--- src/inc/plw_pkg.sv ---
/*
 * Shared constants and types for the port pin and low-power wake block:
 * register byte offsets, field positions, reset values and state codes.
 * Assumes a 32-bit APB slave port decoding the low eight address bits.
 */
package plw_pkg;

   localparam int unsigned   PORT_W = 6;
   localparam int unsigned   ADDR_W = 8;

   // register byte offsets
   localparam logic [7:0]    OFS_PORT_C_DATA  = 8'h00;
   localparam logic [7:0]    OFS_PORT_C_DIR   = 8'h04;
   localparam logic [7:0]    OFS_PORT_A_DATA  = 8'h08;
   localparam logic [7:0]    OFS_PORT_A_DIR   = 8'h0c;
   localparam logic [7:0]    OFS_PORT_A_CHG   = 8'h10;
   localparam logic [7:0]    OFS_ANALOG_SEL   = 8'h14;
   localparam logic [7:0]    OFS_CMP_CTRL     = 8'h18;
   localparam logic [7:0]    OFS_POWER_CTRL   = 8'h1c;
   localparam logic [7:0]    OFS_IRQ_CTRL     = 8'h20;
   localparam logic [7:0]    OFS_CORE_CTRL    = 8'h24;

   // field positions
   localparam int unsigned   POWER_WAKE_EN_BIT = 5;
   localparam int unsigned   IRQ_GLOBAL_BIT    = 7;
   localparam int unsigned   IRQ_CHANGE_EN_BIT = 3;
   localparam int unsigned   IRQ_CHANGE_FLAG_BIT = 0;
   localparam int unsigned   CORE_SLEEP_BIT    = 0;
   localparam int unsigned   CORE_VREF_EXT_BIT = 1;
   localparam int unsigned   CORE_ASLEEP_BIT   = 4;
   localparam int unsigned   CMP_MODE_LSB      = 0;

   // values after reset
   localparam logic [5:0]    RST_LATCH        = 6'h00;
   localparam logic [5:0]    RST_DIR          = 6'h3f;
   localparam logic [5:0]    RST_CHANGE_EN    = 6'h00;
   localparam logic [7:0]    RST_ANALOG_SEL   = 8'hff;
   localparam logic [2:0]    RST_CMP_MODE     = 3'h0;

   // comparator mode in which no comparator pin is forced analog; the analog select alone decides
   localparam logic [2:0]    CMP_MODE_OFF     = 3'h7;
   localparam logic [12:0]   ISR_VECTOR       = 13'h0004;

   typedef enum logic [2:0] {
      ST_RUN   = 3'b001,
      ST_SLEEP = 3'b010,
      ST_WAKE  = 3'b100
   } plw_state_t;

endpackage

--- src/inc/plw_port_if.sv ---
/*
 * Bundle between the register side and one six-pin port slice.
 * Assumes both ends run on the same clock.
 */
`timescale 1ns/1ps
interface plw_port_if;
   logic [5:0] latch;
   logic [5:0] dir;
   logic [5:0] analog;
   logic [5:0] change_en;
   logic [5:0] rd;
   logic [5:0] change;

   modport ctl  (output latch, dir, analog, change_en, input rd, change);
   modport port (input latch, dir, analog, change_en, output rd, change);
endinterface

--- src/rtl/plw_port.sv ---
/*
 * One six-pin bidirectional port: drivers, read path and change detect.
 * Assumes pin inputs are already synchronous to the clock.
 */
`timescale 1ns/1ps
module plw_port
   import plw_pkg::*;
(
   // clock and reset
   input  wire logic        ref_clk_i,
   input  wire logic        srst_i,
   // register side
   plw_port_if.port         bus,
   // pins
   input  wire logic [5:0]  pin_i,
   output logic [5:0]       pin_o,
   output logic [5:0]       pin_oe_o
);

   logic [5:0] last;

   assign pin_o    = bus.latch;            // [RQ16]
   assign pin_oe_o = ~bus.dir;             // [RQ13]
   // analog pins read low whatever the pin level
   assign bus.rd   = pin_i & ~bus.analog;  // [RQ11] [RQ12]

   always_ff @(posedge ref_clk_i) begin
      if (srst_i) begin
         last <= '0;
      end else begin
         last <= bus.rd;
      end
   end

   // any edge counts; a slow fall is seen once it reads low
   assign bus.change = (bus.rd ^ last) & bus.change_en;  // [RQ15] [RQ2]

endmodule

--- src/rtl/plw_top.sv ---
/*
 * Port A and port C pin logic with the low-power wake path on port A
 * pin 0, reached over APB. Assumes a single clock, synchronous pins and
 * a core that treats sleep_o, wake_o and isr_call_o as its sleep hooks.
 */
`timescale 1ns/1ps
// Overview of operation
// RQ1: wake enable bit switches on pin0 current sink
// RQ2: slow fall on pin0 raises change event
// RQ3: software charges, enables detect, inputs, enables, sleeps
// RQ4: pin0 below low threshold wakes, resumes next
// RQ5: global enable set vectors to fixed address
// RQ6: pin0 functions: io, adc, comparator, program, wake
// RQ7: comparator mode and analog select choose analog
// RQ8: pin1 functions: io, adc, comparator, vref, clock
// RQ9: port C has six bidirectional pins
// RQ10: software sets analog select before digital use
// RQ11: analog pins read as zero
// RQ12: port C reads pin level high or low
// RQ13: direction one is input, zero output
// RQ14: port C direction bits 7:6 read zero
// RQ15: change enable bit enables change interrupt
// RQ16: data write loads latch driving output pins
module plw_top
   import plw_pkg::*;
(
   // clock and reset
   input  wire logic        ref_clk_i,
   input  wire logic        srst_i,
   // apb slave
   input  wire logic [7:0]  paddr_i,
   input  wire logic        psel_i,
   input  wire logic        penable_i,
   input  wire logic        pwrite_i,
   input  wire logic [31:0] pwdata_i,
   output logic [31:0]      prdata_o,
   output logic             pready_o,
   output logic             pslverr_o,
   // port a pins
   input  wire logic [5:0]  port_a_pin_i,
   output logic [5:0]       port_a_pin_o,
   output logic [5:0]       port_a_pin_oe_o,
   // port c pins
   input  wire logic [5:0]  port_c_pin_i,
   output logic [5:0]       port_c_pin_o,
   output logic [5:0]       port_c_pin_oe_o,
   // analog routing
   output logic             low_power_wake_sink_o,
   output logic [5:0]       port_a_analog_o,
   output logic [5:0]       port_c_analog_o,
   output logic             adc_vref_ext_o,
   // serial programming
   input  wire logic        prog_mode_i,
   input  wire logic        prog_data_out_i,
   input  wire logic        prog_data_oe_i,
   output logic             serial_program_data_o,
   output logic             serial_program_clock_o,
   // core hooks
   output logic             sleep_o,
   output logic             wake_o,
   output logic             isr_call_o,
   output logic [12:0]      isr_addr_o
);

   plw_port_if pa_if ();
   plw_port_if pc_if ();

   logic [5:0]  port_a_latch;
   logic [5:0]  port_a_dir;
   logic [5:0]  port_c_latch;
   logic [5:0]  port_c_dir;
   logic [5:0]  port_a_change_enable;
   logic [7:0]  analog_select_reg;
   logic [2:0]  comparator_mode;
   logic        low_power_wake_enable;
   logic        global_irq_enable;
   logic        change_irq_enable;
   logic        change_flag;
   logic        vref_ext;
   logic [5:0]  pa_pin_o;
   logic [5:0]  pa_pin_oe;
   logic        wr_en;
   logic        rd_setup;
   logic        change_hit;
   logic        flag_clear;
   logic        sleep_cmd;
   logic        call_now;
   logic [31:0] next_rdata;
   logic        next_err;
   plw_state_t  state;
   plw_state_t  next_state;

   // pins that count as analog for a port
   function automatic logic [5:0] analog_mask(input logic       is_c,
                                              input logic [7:0] sel,
                                              input logic [2:0] mode);
      logic [5:0] m;
      m = '0;
      if (is_c) begin
         m[3:0] = sel[7:4];
      end else begin
         m[2:0] = sel[2:0];
         m[4]   = sel[3];
      end
      // comparator inputs sit on pins 1:0 of both ports
      if (mode != CMP_MODE_OFF) begin
         m[1:0] = 2'b11;
      end
      return m;
   endfunction

   // apb: zero wait states, read data captured in the setup cycle
   assign pready_o = 1'b1;
   assign wr_en    = psel_i & penable_i & pwrite_i;
   assign rd_setup = psel_i & ~penable_i;

   // routing into the port slices
   assign pa_if.latch     = port_a_latch;
   assign pa_if.dir       = port_a_dir;
   assign pa_if.analog    = analog_mask(1'b0, analog_select_reg, comparator_mode); // [RQ7]
   assign pa_if.change_en = port_a_change_enable;
   assign pc_if.latch     = port_c_latch;
   assign pc_if.dir       = port_c_dir;
   assign pc_if.analog    = analog_mask(1'b1, analog_select_reg, comparator_mode); // [RQ7] [RQ9]
   assign pc_if.change_en = '0;

   plw_port u_port_a (
      .ref_clk_i (ref_clk_i),
      .srst_i    (srst_i),
      .bus       (pa_if.port),
      .pin_i     (port_a_pin_i),
      .pin_o     (pa_pin_o),
      .pin_oe_o  (pa_pin_oe)
   );

   plw_port u_port_c (
      .ref_clk_i (ref_clk_i),
      .srst_i    (srst_i),
      .bus       (pc_if.port),
      .pin_i     (port_c_pin_i),
      .pin_o     (port_c_pin_o),
      .pin_oe_o  (port_c_pin_oe_o)                                 // [RQ9] [RQ13]
   );

   // programming mode takes pins 1:0; pin 1 is then clock input only
   always_comb begin
      port_a_pin_o    = pa_pin_o;
      port_a_pin_oe_o = pa_pin_oe;
      if (prog_mode_i) begin
         port_a_pin_o[0]    = prog_data_out_i;                     // [RQ6]
         port_a_pin_oe_o[0] = prog_data_oe_i;
         port_a_pin_o[1]    = 1'b0;                                // [RQ8]
         port_a_pin_oe_o[1] = 1'b0;
      end
   end

   // programming path bypasses the analog gate on purpose
   assign serial_program_data_o  = port_a_pin_i[0] & prog_mode_i;  // [RQ6]
   assign serial_program_clock_o = port_a_pin_i[1] & prog_mode_i;  // [RQ8]
   assign port_a_analog_o        = pa_if.analog;                   // [RQ6] [RQ8]
   assign port_c_analog_o        = pc_if.analog;
   // vref input only makes sense with pin 1 analog
   assign adc_vref_ext_o         = vref_ext & pa_if.analog[1];     // [RQ8]
   assign low_power_wake_sink_o  = low_power_wake_enable;          // [RQ1]

   // port data and direction registers
   always_ff @(posedge ref_clk_i) begin
      if (srst_i) begin
         port_a_latch <= RST_LATCH;
         port_c_latch <= RST_LATCH;
      end else if (wr_en) begin
         if (paddr_i == OFS_PORT_A_DATA) begin
            port_a_latch <= pwdata_i[5:0];                          // [RQ16]
         end
         if (paddr_i == OFS_PORT_C_DATA) begin
            port_c_latch <= pwdata_i[5:0];                          // [RQ16]
         end
      end
   end

   always_ff @(posedge ref_clk_i) begin
      if (srst_i) begin
         port_a_dir <= RST_DIR;
         port_c_dir <= RST_DIR;
      end else if (wr_en) begin
         if (paddr_i == OFS_PORT_A_DIR) begin
            port_a_dir <= pwdata_i[5:0];
         end
         if (paddr_i == OFS_PORT_C_DIR) begin
            port_c_dir <= pwdata_i[5:0];                            // [RQ13]
         end
      end
   end

   // configuration registers
   always_ff @(posedge ref_clk_i) begin
      if (srst_i) begin
         port_a_change_enable  <= RST_CHANGE_EN;
         analog_select_reg     <= RST_ANALOG_SEL;
         comparator_mode       <= RST_CMP_MODE;
         low_power_wake_enable <= 1'b0;
         vref_ext              <= 1'b0;
      end else if (wr_en) begin
         case (paddr_i)
            OFS_PORT_A_CHG: begin
               port_a_change_enable <= pwdata_i[5:0];               // [RQ15]
            end
            OFS_ANALOG_SEL: begin
               analog_select_reg <= pwdata_i[7:0];
            end
            OFS_CMP_CTRL: begin
               comparator_mode <= pwdata_i[CMP_MODE_LSB +: 3];
            end
            OFS_POWER_CTRL: begin
               low_power_wake_enable <= pwdata_i[POWER_WAKE_EN_BIT]; // [RQ1]
            end
            OFS_CORE_CTRL: begin
               vref_ext <= pwdata_i[CORE_VREF_EXT_BIT];
            end
            default: begin
            end
         endcase
      end
   end

   // interrupt control; a change in the clearing cycle keeps the flag
   assign change_hit = |pa_if.change;                               // [RQ2]
   assign flag_clear = wr_en && (paddr_i == OFS_IRQ_CTRL)
                       && !pwdata_i[IRQ_CHANGE_FLAG_BIT];

   always_ff @(posedge ref_clk_i) begin
      if (srst_i) begin
         global_irq_enable <= 1'b0;
         change_irq_enable <= 1'b0;
      end else if (wr_en && (paddr_i == OFS_IRQ_CTRL)) begin
         global_irq_enable <= pwdata_i[IRQ_GLOBAL_BIT];
         change_irq_enable <= pwdata_i[IRQ_CHANGE_EN_BIT];
      end
   end

   always_ff @(posedge ref_clk_i) begin
      if (srst_i) begin
         change_flag <= 1'b0;
      end else if (change_hit) begin
         change_flag <= 1'b1;                                       // [RQ2] [RQ15]
      end else if (flag_clear) begin
         change_flag <= 1'b0;
      end
   end

   // sleep and wake sequencing
   assign sleep_cmd = wr_en && (paddr_i == OFS_CORE_CTRL)
                      && pwdata_i[CORE_SLEEP_BIT];

   always_comb begin
      next_state = state;
      case (state)
         ST_RUN: begin
            if (sleep_cmd) begin
               next_state = ST_SLEEP;
            end
         end
         ST_SLEEP: begin
            // wake needs the change enable, not the global enable
            if (change_flag && change_irq_enable) begin
               next_state = ST_WAKE;                                // [RQ4]
            end
         end
         ST_WAKE: begin
            next_state = ST_RUN;
         end
         default: begin
            next_state = ST_RUN;
         end
      endcase
   end

   always_ff @(posedge ref_clk_i) begin
      if (srst_i) begin
         state <= ST_RUN;
      end else begin
         state <= next_state;
      end
   end

   assign sleep_o = (state == ST_SLEEP);
   assign wake_o  = (state == ST_WAKE);                             // [RQ4]

   // vector on wake, or on a new flag while running
   assign call_now = global_irq_enable && change_irq_enable
                     && ((state == ST_WAKE)
                         || ((state == ST_RUN) && change_hit && !change_flag));

   always_ff @(posedge ref_clk_i) begin
      if (srst_i) begin
         isr_call_o <= 1'b0;
         isr_addr_o <= '0;
      end else begin
         isr_call_o <= call_now;                                    // [RQ5]
         if (call_now) begin
            isr_addr_o <= ISR_VECTOR;                               // [RQ5]
         end
      end
   end

   // read mux
   always_comb begin
      next_rdata = '0;
      next_err   = 1'b0;
      case (paddr_i)
         OFS_PORT_C_DATA: next_rdata[5:0] = pc_if.rd;               // [RQ11] [RQ12]
         OFS_PORT_C_DIR:  next_rdata[5:0] = port_c_dir;             // [RQ14]
         OFS_PORT_A_DATA: next_rdata[5:0] = pa_if.rd;               // [RQ11]
         OFS_PORT_A_DIR:  next_rdata[5:0] = port_a_dir;
         OFS_PORT_A_CHG:  next_rdata[5:0] = port_a_change_enable;
         OFS_ANALOG_SEL:  next_rdata[7:0] = analog_select_reg;
         OFS_CMP_CTRL:    next_rdata[CMP_MODE_LSB +: 3] = comparator_mode;
         OFS_POWER_CTRL:  next_rdata[POWER_WAKE_EN_BIT] = low_power_wake_enable;
         OFS_IRQ_CTRL: begin
            next_rdata[IRQ_GLOBAL_BIT]      = global_irq_enable;
            next_rdata[IRQ_CHANGE_EN_BIT]   = change_irq_enable;
            next_rdata[IRQ_CHANGE_FLAG_BIT] = change_flag;
         end
         OFS_CORE_CTRL: begin
            next_rdata[CORE_VREF_EXT_BIT] = vref_ext;
            next_rdata[CORE_ASLEEP_BIT]   = sleep_o;
         end
         default: next_err = 1'b1;
      endcase
   end

   always_ff @(posedge ref_clk_i) begin
      if (srst_i) begin
         prdata_o  <= '0;
         pslverr_o <= 1'b0;
      end else if (rd_setup) begin
         prdata_o  <= pwrite_i ? 32'h0000_0000 : next_rdata;
         pslverr_o <= next_err;
      end
   end

endmodule

--- config.mk ---
export PLATFORM = sky130hd
export DESIGN_NAME = plw_top
export DESIGN_NICKNAME = d
export VERILOG_FILES = /design/src/inc/plw_pkg.sv /design/src/inc/plw_port_if.sv /design/src/rtl/plw_port.sv /design/src/rtl/plw_top.sv
export SDC_FILE = /design/constraint.sdc
export NUM_CORES = 1
export LEC_CHECK = 0
export ABC_AREA = 0
export CAP_MARGIN = 40
export CORE_MARGIN = 5
export CORE_UTILIZATION = 55
export DETAILED_ROUTE_END_ITERATION = 12
export DONT_BUFFER_PORTS = 1
export GPL_TIMING_DRIVEN = 0
export PLACE_DENSITY = 0.8
export SYNTH_ARGS = -nofsm -noshare
export SYNTH_HDL_FRONTEND = slang
export SYNTH_SLANG_ARGS = --single-unit
--- constraint.sdc ---
create_clock -name ref_clk_i -period 2.45 [get_ports ref_clk_i]
set_clock_uncertainty 0.2 [all_clocks]
set_input_delay 0.49 -clock ref_clk_i [delete_from_list [all_inputs] [get_ports ref_clk_i]]
set_output_delay 0.49 -clock ref_clk_i [all_outputs]
set_load 0.01 [all_outputs]
== Yosys cells after proc, flatten, opt, wreduce, memory -nomap -nowiden ==
Cells that the tools add are included.

* Word-level logic and storage cells: 93
* Bits in registers: 90
* Output and inout bits: 90
* Input bits: 60

* Multiplexer cells: 19
* Bitwise gates (word level): 15
* Reductions and logical operators: 26
* Eq/ne operators: 15

{| class="wikitable"
|+ Operators by type and width
! cell !! number
|-
| 8-bit by 5-bit equality test with 1-bit output, second input constant || 4
|-
| 1-bit one-hot mux with 7 select lines || 4
|-
| 2-bit AND reduction || 10
|-
| 6-bit AND || 3
|-
| 8-bit by 4-bit equality test with 1-bit output, second input constant || 2
|-
| 8-bit by 6-bit equality test with 1-bit output, second input constant || 2
|-
| 1-bit one-hot mux with 8 select lines || 2
|-
| 6-bit NOT || 2
|-
| 10-bit OR reduction || 1
|-
| 1-bit logical AND || 9
|-
| 8-bit by 3-bit equality test with 1-bit output, second input constant || 1
|-
| 8-bit logical NOT || 1
|-
| 2-bit two-way mux || 4
|-
| 8-bit two-way mux || 1
|-
| 1-bit AND || 6
|-
| 3-bit two-way mux || 2
|-
| 4-bit NOT with 6-bit output || 1
|-
| 5-bit NOT with 6-bit output || 1
|-
| 3-bit one-hot mux with 2 select lines || 1
|-
| 6-bit OR reduction || 1
|-
| 6-bit bitwise XOR || 1
|-
| 1-bit two-way mux || 4
|-
| 3-bit by 1-bit equality test with 1-bit output, second input constant || 1
|-
| 3-bit by 2-bit equality test with 1-bit output, second input constant || 1
|-
| 9 further kinds || 10
|}

== Logic depth before layout (Yosys ltp) ==
Gate-level depths: netlist of the first run.

* Word-level depth: 11
* Depth in mapped cells: 7
* Mapped depth without buffers: 5

== By module ==
A second synthesis of the first run with hierarchy kept.

* Cell total of the unflattened synthesis: 482
* Area, all modules: 4184.0 um2

{| class="wikitable"
|+ By module, submodules not included
! module !! sequential area each (um2) !! area each (um2) !! times used !! cells an instance
|-
| plw_top || 1201.2 || 3310.7 || 1 || 386
|-
| plw_port || 120.1 || 436.7 || 2 || 48
|}

== Worst setup path before layout of the first run ==
No wires, ideal clock.

* Path kind: input to register
* Start: in paddr_i[5]
* End: reg port_a_dir[2], in the netlist pa_if.dir[2]
* Data arrival time: 1.854 ns
* Library setup time: 0.120 ns
* Buffers on the path: 2
* Stages on the path: 7
* Setup slack: 0.277 ns
* Cells stage by stage: or3_4 buf_6 nor4_4 and2b_1 buf_6 nor2_1 a211o_1

* Cells in the longest elaborated chain, start to end: 2

{| class="wikitable"
|+ Ends and longest elaborated chain
! item !! RTL line !! RTL
|-
| start, declared || plw_top.sv:31 || <nowiki>input wire logic [7:0] paddr_i,</nowiki>
|-
| 8-bit by 4-bit equality test with 1-bit output || plw_top.sv:186 || <nowiki>if (paddr_i == OFS_PORT_A_DIR) begin</nowiki>
|-
| 2-bit AND reduction (no source line) || - ||
|-
| end signal, assigned || plw_top.sv:187 || <nowiki>port_a_dir <= pwdata_i[5:0];</nowiki>
|-
| end, declared || plw_top.sv:69 || <nowiki>logic [5:0] port_a_dir;</nowiki>
|}

Every way passes these cells.
A chain may end at the register's enable or synchronous reset.

== Final worst setup path of the first run ==
* Start: reg comparator_mode[1]
* End: out adc_vref_ext_o

* Cells in the longest elaborated chain, start to end: 3

{| class="wikitable"
|+ Ends and longest elaborated chain
! item !! RTL line !! RTL
|-
| start, declared || plw_top.sv:74 || <nowiki>logic [2:0] comparator_mode;</nowiki>
|-
| start signal, assigned || plw_top.sv:212 || <nowiki>comparator_mode <= pwdata_i[CMP_MODE_LSB +: 3];</nowiki>
|-
| 3-bit != test || plw_top.sv:106 || <nowiki>if (mode != CMP_MODE_OFF) begin</nowiki>
|-
| 2-bit two-way mux || plw_top.sv:106 ||
|-
| via port_a_analog_o[1] || plw_top.sv:49 || <nowiki>output logic [5:0] port_a_analog_o,</nowiki>
|-
| 1-bit AND || plw_top.sv:163 || <nowiki>assign adc_vref_ext_o = vref_ext & pa_if.analog[1];</nowiki>
|-
| end, declared || plw_top.sv:51 || <nowiki>output logic adc_vref_ext_o,</nowiki>
|}

The timed path passes the listed nets, and every way through them passes these cells.

==> parameters.txt, run 1 <==
Parameter                              Value

Yosys
  Post-Syn Instances ... 449
  Ys async rst share ... 0
  Proportion of synthesized area in mux cells ... 0.0565
  Mean Syn Cell Area ... 8.13 um2
  Number of different library cells in the post-synthesis netlist ... 56
  Number of warning messages in the yosys log ... 0
  Post-Synth Adder-Cell Area ... 0
  Primary FF master, synth ... sky130_fd_sc_hd__dfxtp_1
  Sequential-to-total area share from yosys stat ... 0.362
  Complex-gate fraction of the synthesized area ... 0.152
  Total standard cell area after synthesis ... 3650 um2
  Main combinational cell family by area after synthesis ... simple AND/OR/NAND/NOR gates
  Post-synthesis xor/xnor area fraction ... 0.0144
  Flip-flop and latch count after synthesis ... 66
  Count of flip-flops with a built-in enable after synthesis ... 0
  Simple-gate share of the synthesized area ... 0.265

Setup path
  Start-to-end type of the worst setup path ... reg2out
  Cell with the biggest individual delay on the critical path ... sky130_fd_sc_hd__or2_2
  Cells traversed along the worst timing path ... nand3_1 -> or2_2 -> and2_1
  Crit path arrival time ... 1.60 ns
  Crit path largest cell delay ... 0.41 ns
  Required time of the worst setup path ... 1.76 ns
  R2R Path Start ... comparator_mode[1]
  Reg-to-reg slack, setup ... 0.28 ns
  Element type at the critical path end ... output pin
  Worst-path maximum fanout ... 8
  Element type at the critical path start ... flop
  Endpoint of the lowest-slack register-to-register path ... change_flag
  Number of cell instances on the worst register-to-register path ... 5

Clock network
  Clock Root Buffer ... sky130_fd_sc_hd__clkbuf_8
  Clock tree from TritonCTS ... done
  Number of buffers added by the clock tree synthesis step ... 9
  Max clock buf depth ... 2
  Post-CTS resize count ... 0
  Worst-skew pair later-pin latency ... 0.35 ns
  Clock transition at the register clock pins on the worst setup and hold paths after CTS ... 0.07 ns
  Post-CTS setup buffer count ... 0
  Number of clock sinks ... 66
  Count of hold buffers inserted by post-cts repair ... 0
  H-tree depth reported by CTS ... 3

Die
  Top-Level Pins ... 150
  Area enclosed by the die boundary ... 8370 um2
  Starting density of the core ... 0.569
  Core region area ... 6420 um2
  Number of placement rows ... 29
  Die boundary width ... 91.5 um
  Overall die height ... 91.5 um

Timing
  Final-report hold violation count ... 0
  Least setup slack across all paths after layout ... 0.163 ns
  Least-Margin Pin Slew ... 0.991 ns
  Worst Hold Slack ... 0.0549 ns
  Max-slew violation total from the final report ... 0
  Final Cycle Share ... 0.933
  Relative slew slack ... 0.334
  Final Critical Period ... 2.29 ns
  Final Setup Violations ... 0
  Peak Freq ... around 0.44 GHz
  Unrepaired setup endpoints after global routing ... false
  Setup tns final ... 0 ns

Global route
  Pin count of the biggest net entering global routing ... 12
  First-pass GRT wire length ... approximately 17 mm
  Number of global-route vias before repair ... 3181
  Met1 Usage GRT ... 0.299
  Met3 global-route usage ... 0.111
  GR Layer Usage met2 ... 0.408
  Total global-route track usage ... 0.254
  Initial antenna violation count ... 1
  Global route hottest layer ... met2
  Remaining Overflow, GRT ... 0

Power
  Leakage power summed over all cells ... between 1.5 and 2 nW
  Areal power density over the cells ... 515 nW/um2
  Max IR drop VDD ... around 380 uV
  Final total power ... around 2.1 mW

Final layout
  Count of non-filler cells in the finished layout ... ~580
  Post-layout utilization of the core ... 0.633
  Final-stage net count ... 559
  Area growth, synth to finish ... 11.3%
  Proportion of layout cells with a drive suffix above 1 ... 0.187
  Design area ... 4070 um2

Drt
  Per-cell routed wire length ... between 15 and 20 um
  Overall via count from detail_route ... 3399
  Post-detailed-route count of antenna-violating nets ... 0
  Final routed wirelength across all metal layers ... 10.9 mm
  1st-iter DRT viols ... 357
  Total iterations of the first detailed-routing run ... 7
  Via count normalized by instance count ... 5.85
  Post-route DRC violation count ... 0

Outcome
  Status ... finished clean

Min path
  Hold Crit Class ... in2reg
  Hold EP ... pa_if.dir[4]
  Launch point of the worst hold path ... pwdata_i[4]
  Worst Hold Path Cells ... 1

Job
  Number of maximum-capacitance constraint violations ... 0

Placed design
  Placed instance area ... ~3900 um2
  Final weighted congestion in routability-driven placement ... 0.928
  Worst slack after detailed placement ... -0.0933 ns
  Cell Count Post-Placement ... ~570
  Number of buffers added on ports ... 0
  Placed wire-length estimate ... 8.17 mm
report_power, final:
group / total [mW] / leakage [nW] / internal (mW) / switching [mW]
sequential: 1.08 / 0.533 / 1.08 / 0.00247
combinational: 0.207 / 1.09 / 0.0839 / 0.123
clock: 0.810 / 0.0879 / 0.385 / 0.425
total: 2.09 / 1.71 / 1.54 / 0.551
worst max-delay path: cells and delay by family (launching register included):
kind	cells	cell delay, ns
DFF	1	0.37
and+or+nand+nor	3	0.88
layout by cell type (no fill, tap or decap), types with 4 or more instances in the layout:
cell	instances
sky130_fd_sc_hd__dfxtp_1	66
sky130_fd_sc_hd__nand2_1	57
sky130_fd_sc_hd__buf_4	50
sky130_fd_sc_hd__conb_1	41
sky130_fd_sc_hd__a21oi_1	32
sky130_fd_sc_hd__nor2_1	27
sky130_fd_sc_hd__nand3_1	25
sky130_fd_sc_hd__mux2i_1	15
sky130_fd_sc_hd__inv_1	14
sky130_fd_sc_hd__clkbuf_1	13
sky130_fd_sc_hd__a211o_1	12
sky130_fd_sc_hd__o21ai_0	11
sky130_fd_sc_hd__nor2b_1	11
sky130_fd_sc_hd__clkbuf_8	10
sky130_fd_sc_hd__nand3b_1	9
sky130_fd_sc_hd__and3_1	9
sky130_fd_sc_hd__buf_2	7
sky130_fd_sc_hd__nor3_1	6
sky130_fd_sc_hd__o22ai_1	6
sky130_fd_sc_hd__or2_2	5
sky130_fd_sc_hd__a31oi_1	5
sky130_fd_sc_hd__nor2_2	4
sky130_fd_sc_hd__xnor2_1	4
cell usage after synthesis, types with 3 or more instances:
| cell | number | area [um2] |
|---|---|---|
| sky130_fd_sc_hd__clkbuf_1 | 13 | 48.8 |
| sky130_fd_sc_hd__a211o_1 | 12 | 105 |
| sky130_fd_sc_hd__buf_2 | 7 | 35.0 |
| sky130_fd_sc_hd__inv_1 | 14 | 52.6 |
| sky130_fd_sc_hd__and2_1 | 3 | 18.8 |
| sky130_fd_sc_hd__nor3_1 | 6 | 30.0 |
| sky130_fd_sc_hd__a32o_1 | 3 | 30.0 |
| sky130_fd_sc_hd__nor2_1 | 27 | 101 |
| sky130_fd_sc_hd__a22oi_1 | 3 | 22.5 |
| sky130_fd_sc_hd__nor2b_1 | 11 | 68.8 |
| sky130_fd_sc_hd__mux2_2 | 3 | 33.8 |
| sky130_fd_sc_hd__mux2i_1 | 15 | 150 |
| sky130_fd_sc_hd__nand3b_1 | 9 | 67.6 |
| sky130_fd_sc_hd__o22ai_1 | 6 | 37.5 |
| sky130_fd_sc_hd__dfxtp_1 | 66 | 1320 |
| sky130_fd_sc_hd__xnor2_1 | 4 | 35.0 |
| sky130_fd_sc_hd__o21ai_0 | 11 | 55.1 |
| sky130_fd_sc_hd__nand3_1 | 25 | 125 |
| sky130_fd_sc_hd__a21oi_1 | 32 | 160 |
| sky130_fd_sc_hd__or2_2 | 5 | 31.3 |
| sky130_fd_sc_hd__a31oi_1 | 5 | 31.3 |
| sky130_fd_sc_hd__o21ai_1 | 3 | 15.0 |
| sky130_fd_sc_hd__nor3b_1 | 3 | 22.5 |
| sky130_fd_sc_hd__nand2b_1 | 3 | 18.8 |
| sky130_fd_sc_hd__nand2_1 | 57 | 214 |
| sky130_fd_sc_hd__nor2_2 | 4 | 25.0 |
| sky130_fd_sc_hd__and3_1 | 9 | 56.3 |
| sky130_fd_sc_hd__a32oi_1 | 3 | 26.3 |
| sky130_fd_sc_hd__buf_4 | 50 | 375 |
area by class of cell:
type | count | area, um2
Clock inverter | 5 | 31.3
Fill cell | 584 | 2360
Sequential cell | 66 | 1320
Tap cell | 77 | 96.3
Buffer | 74 | 489
Clock buffer | 10 | 138
Antenna cell | 1 | 2.50
Inverter | 14 | 52.6
Multi-Input combinational cell | 334 | 1940
metal layers:
layer	wire, um	vias to the layer above	share of wire
li1	-	1570	-
met1	4090	1558	0.38
met2	4990	227	0.46
met3	1430	44	0.13
met4	364	0	0.033
met5	0	-	0
worst max-delay path by stage:
| stage | start | end | slack [ns] | cells past startpoint |
|---|---|---|---|---|
| after global routing | comparator_mode[1] | adc_vref_ext_o | 0.12 | 3 |
| after detailed placement | paddr_i[2] | pc_if.dir[5] | -0.09 | 5 |
| after global placement | paddr_i[2] | pc_if.dir[3] | -0.07 | 5 |
| final | comparator_mode[1] | adc_vref_ext_o | 0.16 | 3 |
| after floorplan | paddr_i[5] | pa_if.dir[2] | 0.28 | 7 |
| after CTS | comparator_mode[1] | adc_vref_ext_o | 0.18 | 3 |
cell families (layout without fill, tap and decap cells):
group / after synthesis / count (layout)
muxes: 19 / 19
DFF: 66 / 66
other: 2 / 42
AOI/OAI and AO/OA: 86 / 86
buffers and inverters: 88 / 103
and+or+nand+nor: 182 / 182
xor gates and xnor gates: 6 / 6
No activity file was read; power rests on OpenSTA's default activity.
==> run 2: changes to the inputs <==
Settings changed: HOLD_SLACK_MARGIN set to 0.1.
==> run 2 against run 1 <==
  * Sequential share of layout area decreased by 0.70 points
  * Total power up 1.5%
  * Clock-buffer cell count unchanged
  * Design area is 2.2% higher
  * Routed wire length is 2.3% higher
  * Sequential cell count is the same
  * Sequential power about the same
  * Fmax grew 0.18%
  * Clock power rose by 1%
  * Critical endpoint unchanged
==> parameters.txt, run 2 (synthesized netlist as in run 1, its figures left out) <==
Parameter                              Value

Die
  Die boundary width ... 91.5 um (unchanged)
  Top-Level Pins ... 150 (unchanged)
  Starting density of the core ... 0.569 (unchanged)
  Number of placement rows ... 29 (unchanged)
  Overall die height ... 91.5 um (unchanged)
  Core region area ... 6420 um2 (unchanged)
  Area enclosed by the die boundary ... 8370 um2 (unchanged)

Clock network
  H-tree depth reported by CTS ... 3 (unchanged)
  Clock Root Buffer ... sky130_fd_sc_hd__clkbuf_8
  Count of hold buffers inserted by post-cts repair ... 9 (+9)
  Clock tree from TritonCTS ... done
  Worst-skew pair later-pin latency ... 0.36 ns (about the same)
  Number of buffers added by the clock tree synthesis step ... 9 (unchanged)
  Number of clock sinks ... 66 (unchanged)
  Post-CTS resize count ... 0 (unchanged)
  Max clock buf depth ... 2 (unchanged)
  Post-CTS setup buffer count ... 0 (unchanged)
  Clock transition at the register clock pins on the worst setup and hold paths after CTS ... 0.07 ns (about the same)

Drt
  Per-cell routed wire length ... 18.9 um (+0.72%)
  Total iterations of the first detailed-routing run ... 5 (-2)
  Final routed wirelength across all metal layers ... 11.1 mm (+2.3%)
  Post-detailed-route count of antenna-violating nets ... 0 (unchanged)
  Via count normalized by instance count ... 5.74 (-1.8%)
  Post-route DRC violation count ... 0 (unchanged)
  1st-iter DRT viols ... 345 (-3.4%)
  Overall via count from detail_route ... 3389 (-0.29%)

Final layout
  Post-layout utilization of the core ... 0.647 (+0.0140)
  Proportion of layout cells with a drive suffix above 1 ... 0.184 (-0.00328)
  Filler cells ... 566 (-3.1%)
  Design area ... 4160 um2 (+2.2%)
  Most common cell after layout, fill and taps aside ... sky130_fd_sc_hd__dfxtp_1
  Area growth, synth to finish ... 13.8%
  Most frequent cells in the layout ... sky130_fd_sc_hd__dfxtp_1, sky130_fd_sc_hd__nand2_1, sky130_fd_sc_hd__buf_4
  Final-stage net count ... 568 (+1.6%)
  Count of non-filler cells in the finished layout ... 590 (+1.5%)

Setup path
  Element type at the critical path end ... output pin
  Crit path arrival time ... 1.59 ns (about the same)
  Start-to-end type of the worst setup path ... reg2out
  Element type at the critical path start ... flop
  Required time of the worst setup path ... 1.76 ns (about the same)
  Worst-path maximum fanout ... 8 (unchanged)

Placed design
  Cell Count Post-Placement ... 565 (unchanged)
  Placed instance area ... 3890 um2 (unchanged)
  Placed wire-length estimate ... 8.17 mm (unchanged)
  Final weighted congestion in routability-driven placement ... 0.928 (unchanged)
  Number of buffers added on ports ... 0 (unchanged)

Timing
  Final Critical Period ... 2.28 ns (-0.00406 ns)
  Final-report hold violation count ... 0 (unchanged)
  Peak Freq ... 0.438 GHz (+0.18%)
  Unrepaired setup endpoints after global routing ... false
  Least-Margin Pin Slew ... 1.03 ns (+0.0337 ns)
  Final Setup Violations ... 0 (unchanged)
  Max-slew violation total from the final report ... 0 (unchanged)
  Setup tns final ... 0 ns (unchanged)
  Relative slew slack ... 0.311 (-0.0227)
  Final Cycle Share ... 0.932 (-0.00166)
  Worst Hold Slack ... 0.105 ns (+0.0501 ns)

Power
  Areal power density over the cells ... 512 nW/um2 (-0.71%)
  Sw Ratio ... 0.269 (+0.00623)
  Leakage power summed over all cells ... 1.74 nW (+2.2%)
  Max IR drop VDD ... 377 uV (+0.49%)
  Internal portion of total power ... 1.55 mW (+0.63%)
  Share of power burned in combinational logic ... 0.108 (+0.009)
  Register share of total power ... 0.507 (-0.008)
  Switching power ... 0.572 mW (+3.9%)
  Clock network fraction of total power ... 0.385 (-0.002)

Global route
  Remaining Overflow, GRT ... 0 (unchanged)
  Initial antenna violation count ... 1 (unchanged)
  Total global-route track usage ... 0.262 (+0.00761)
  Number of global-route vias before repair ... 3248 (+2.1%)
  First-pass GRT wire length ... 17.1 mm (+2.8%)
  Pin count of the biggest net entering global routing ... 12 (unchanged)

Outcome
  Status ... finished clean

Job
  Number of maximum-capacitance constraint violations ... 0 (unchanged)

Min path
  Hold Crit Class ... in2reg
==> run 2: worst max-delay path, stage by stage (launching register included) <==
cell	delay (ns)
sky130_fd_sc_hd__dfxtp_1	0.37
sky130_fd_sc_hd__nand3_1	0.26
sky130_fd_sc_hd__or2_2	0.41
sky130_fd_sc_hd__and2_1	0.20
==> run 2: metrics by stage <==
stage	total power [mW]	worst slack, ns
after CTS	2.13	0.184
after global placement	1.30	-0.0685
after floorplan	1.27	0.277
final	2.13	0.167
after detailed placement	1.30	-0.0933
after global routing	2.20	0.117
==> run 2: power groups by stage <==
stage	Combinational (mW)	Clock (mW)	Sequential [mW]
2_1_floorplan	0.169	0	1.10
3_3_place_gp	0.201	0	1.10
3_5_place_dp	0.200	0	1.10
4_1_cts	0.222	0.826	1.08
5_1_grt	0.246	0.874	1.08
6_report	0.229	0.819	1.08
==> run 2: worst paths after layout <==
path | startpoint | to | slack, ns | depth (start not counted)
worst min register to register | global_irq_enable | global_irq_enable | 0.28 | 2
worst max-delay path | comparator_mode[1] | adc_vref_ext_o | 0.17 | 3
worst min-delay path | pwdata_i[1] | pa_if.latch[1] | 0.11 | 2
worst max register to register | comparator_mode[1] | change_flag | 0.27 | 5
==> run 2: final cells by class <==
cell class	count	area (um2)	area share
Timing Repair Buffer	9	90.1	0.0217
Tap cell	77	96.3	0.0232
Clock inverter	5	31.3	0.00753
Clock buffer	10	138	0.0331
Multi-Input combinational cell	334	1940	0.466
Buffer	74	489	0.118
Inverter	14	52.6	0.0126
Sequential cell	66	1320	0.318
Antenna cell	1	2.50	0.000602
==> run 2: layer usage <==
metal  vias to the layer above  track usage  routed length (um)
li1                       1589            -                   -
met1                      1544        0.310                4130
met2                       219        0.427                5160
met3                        37        0.108                1500
met4                         0       0.0917                 341
met5                         -            0                   0
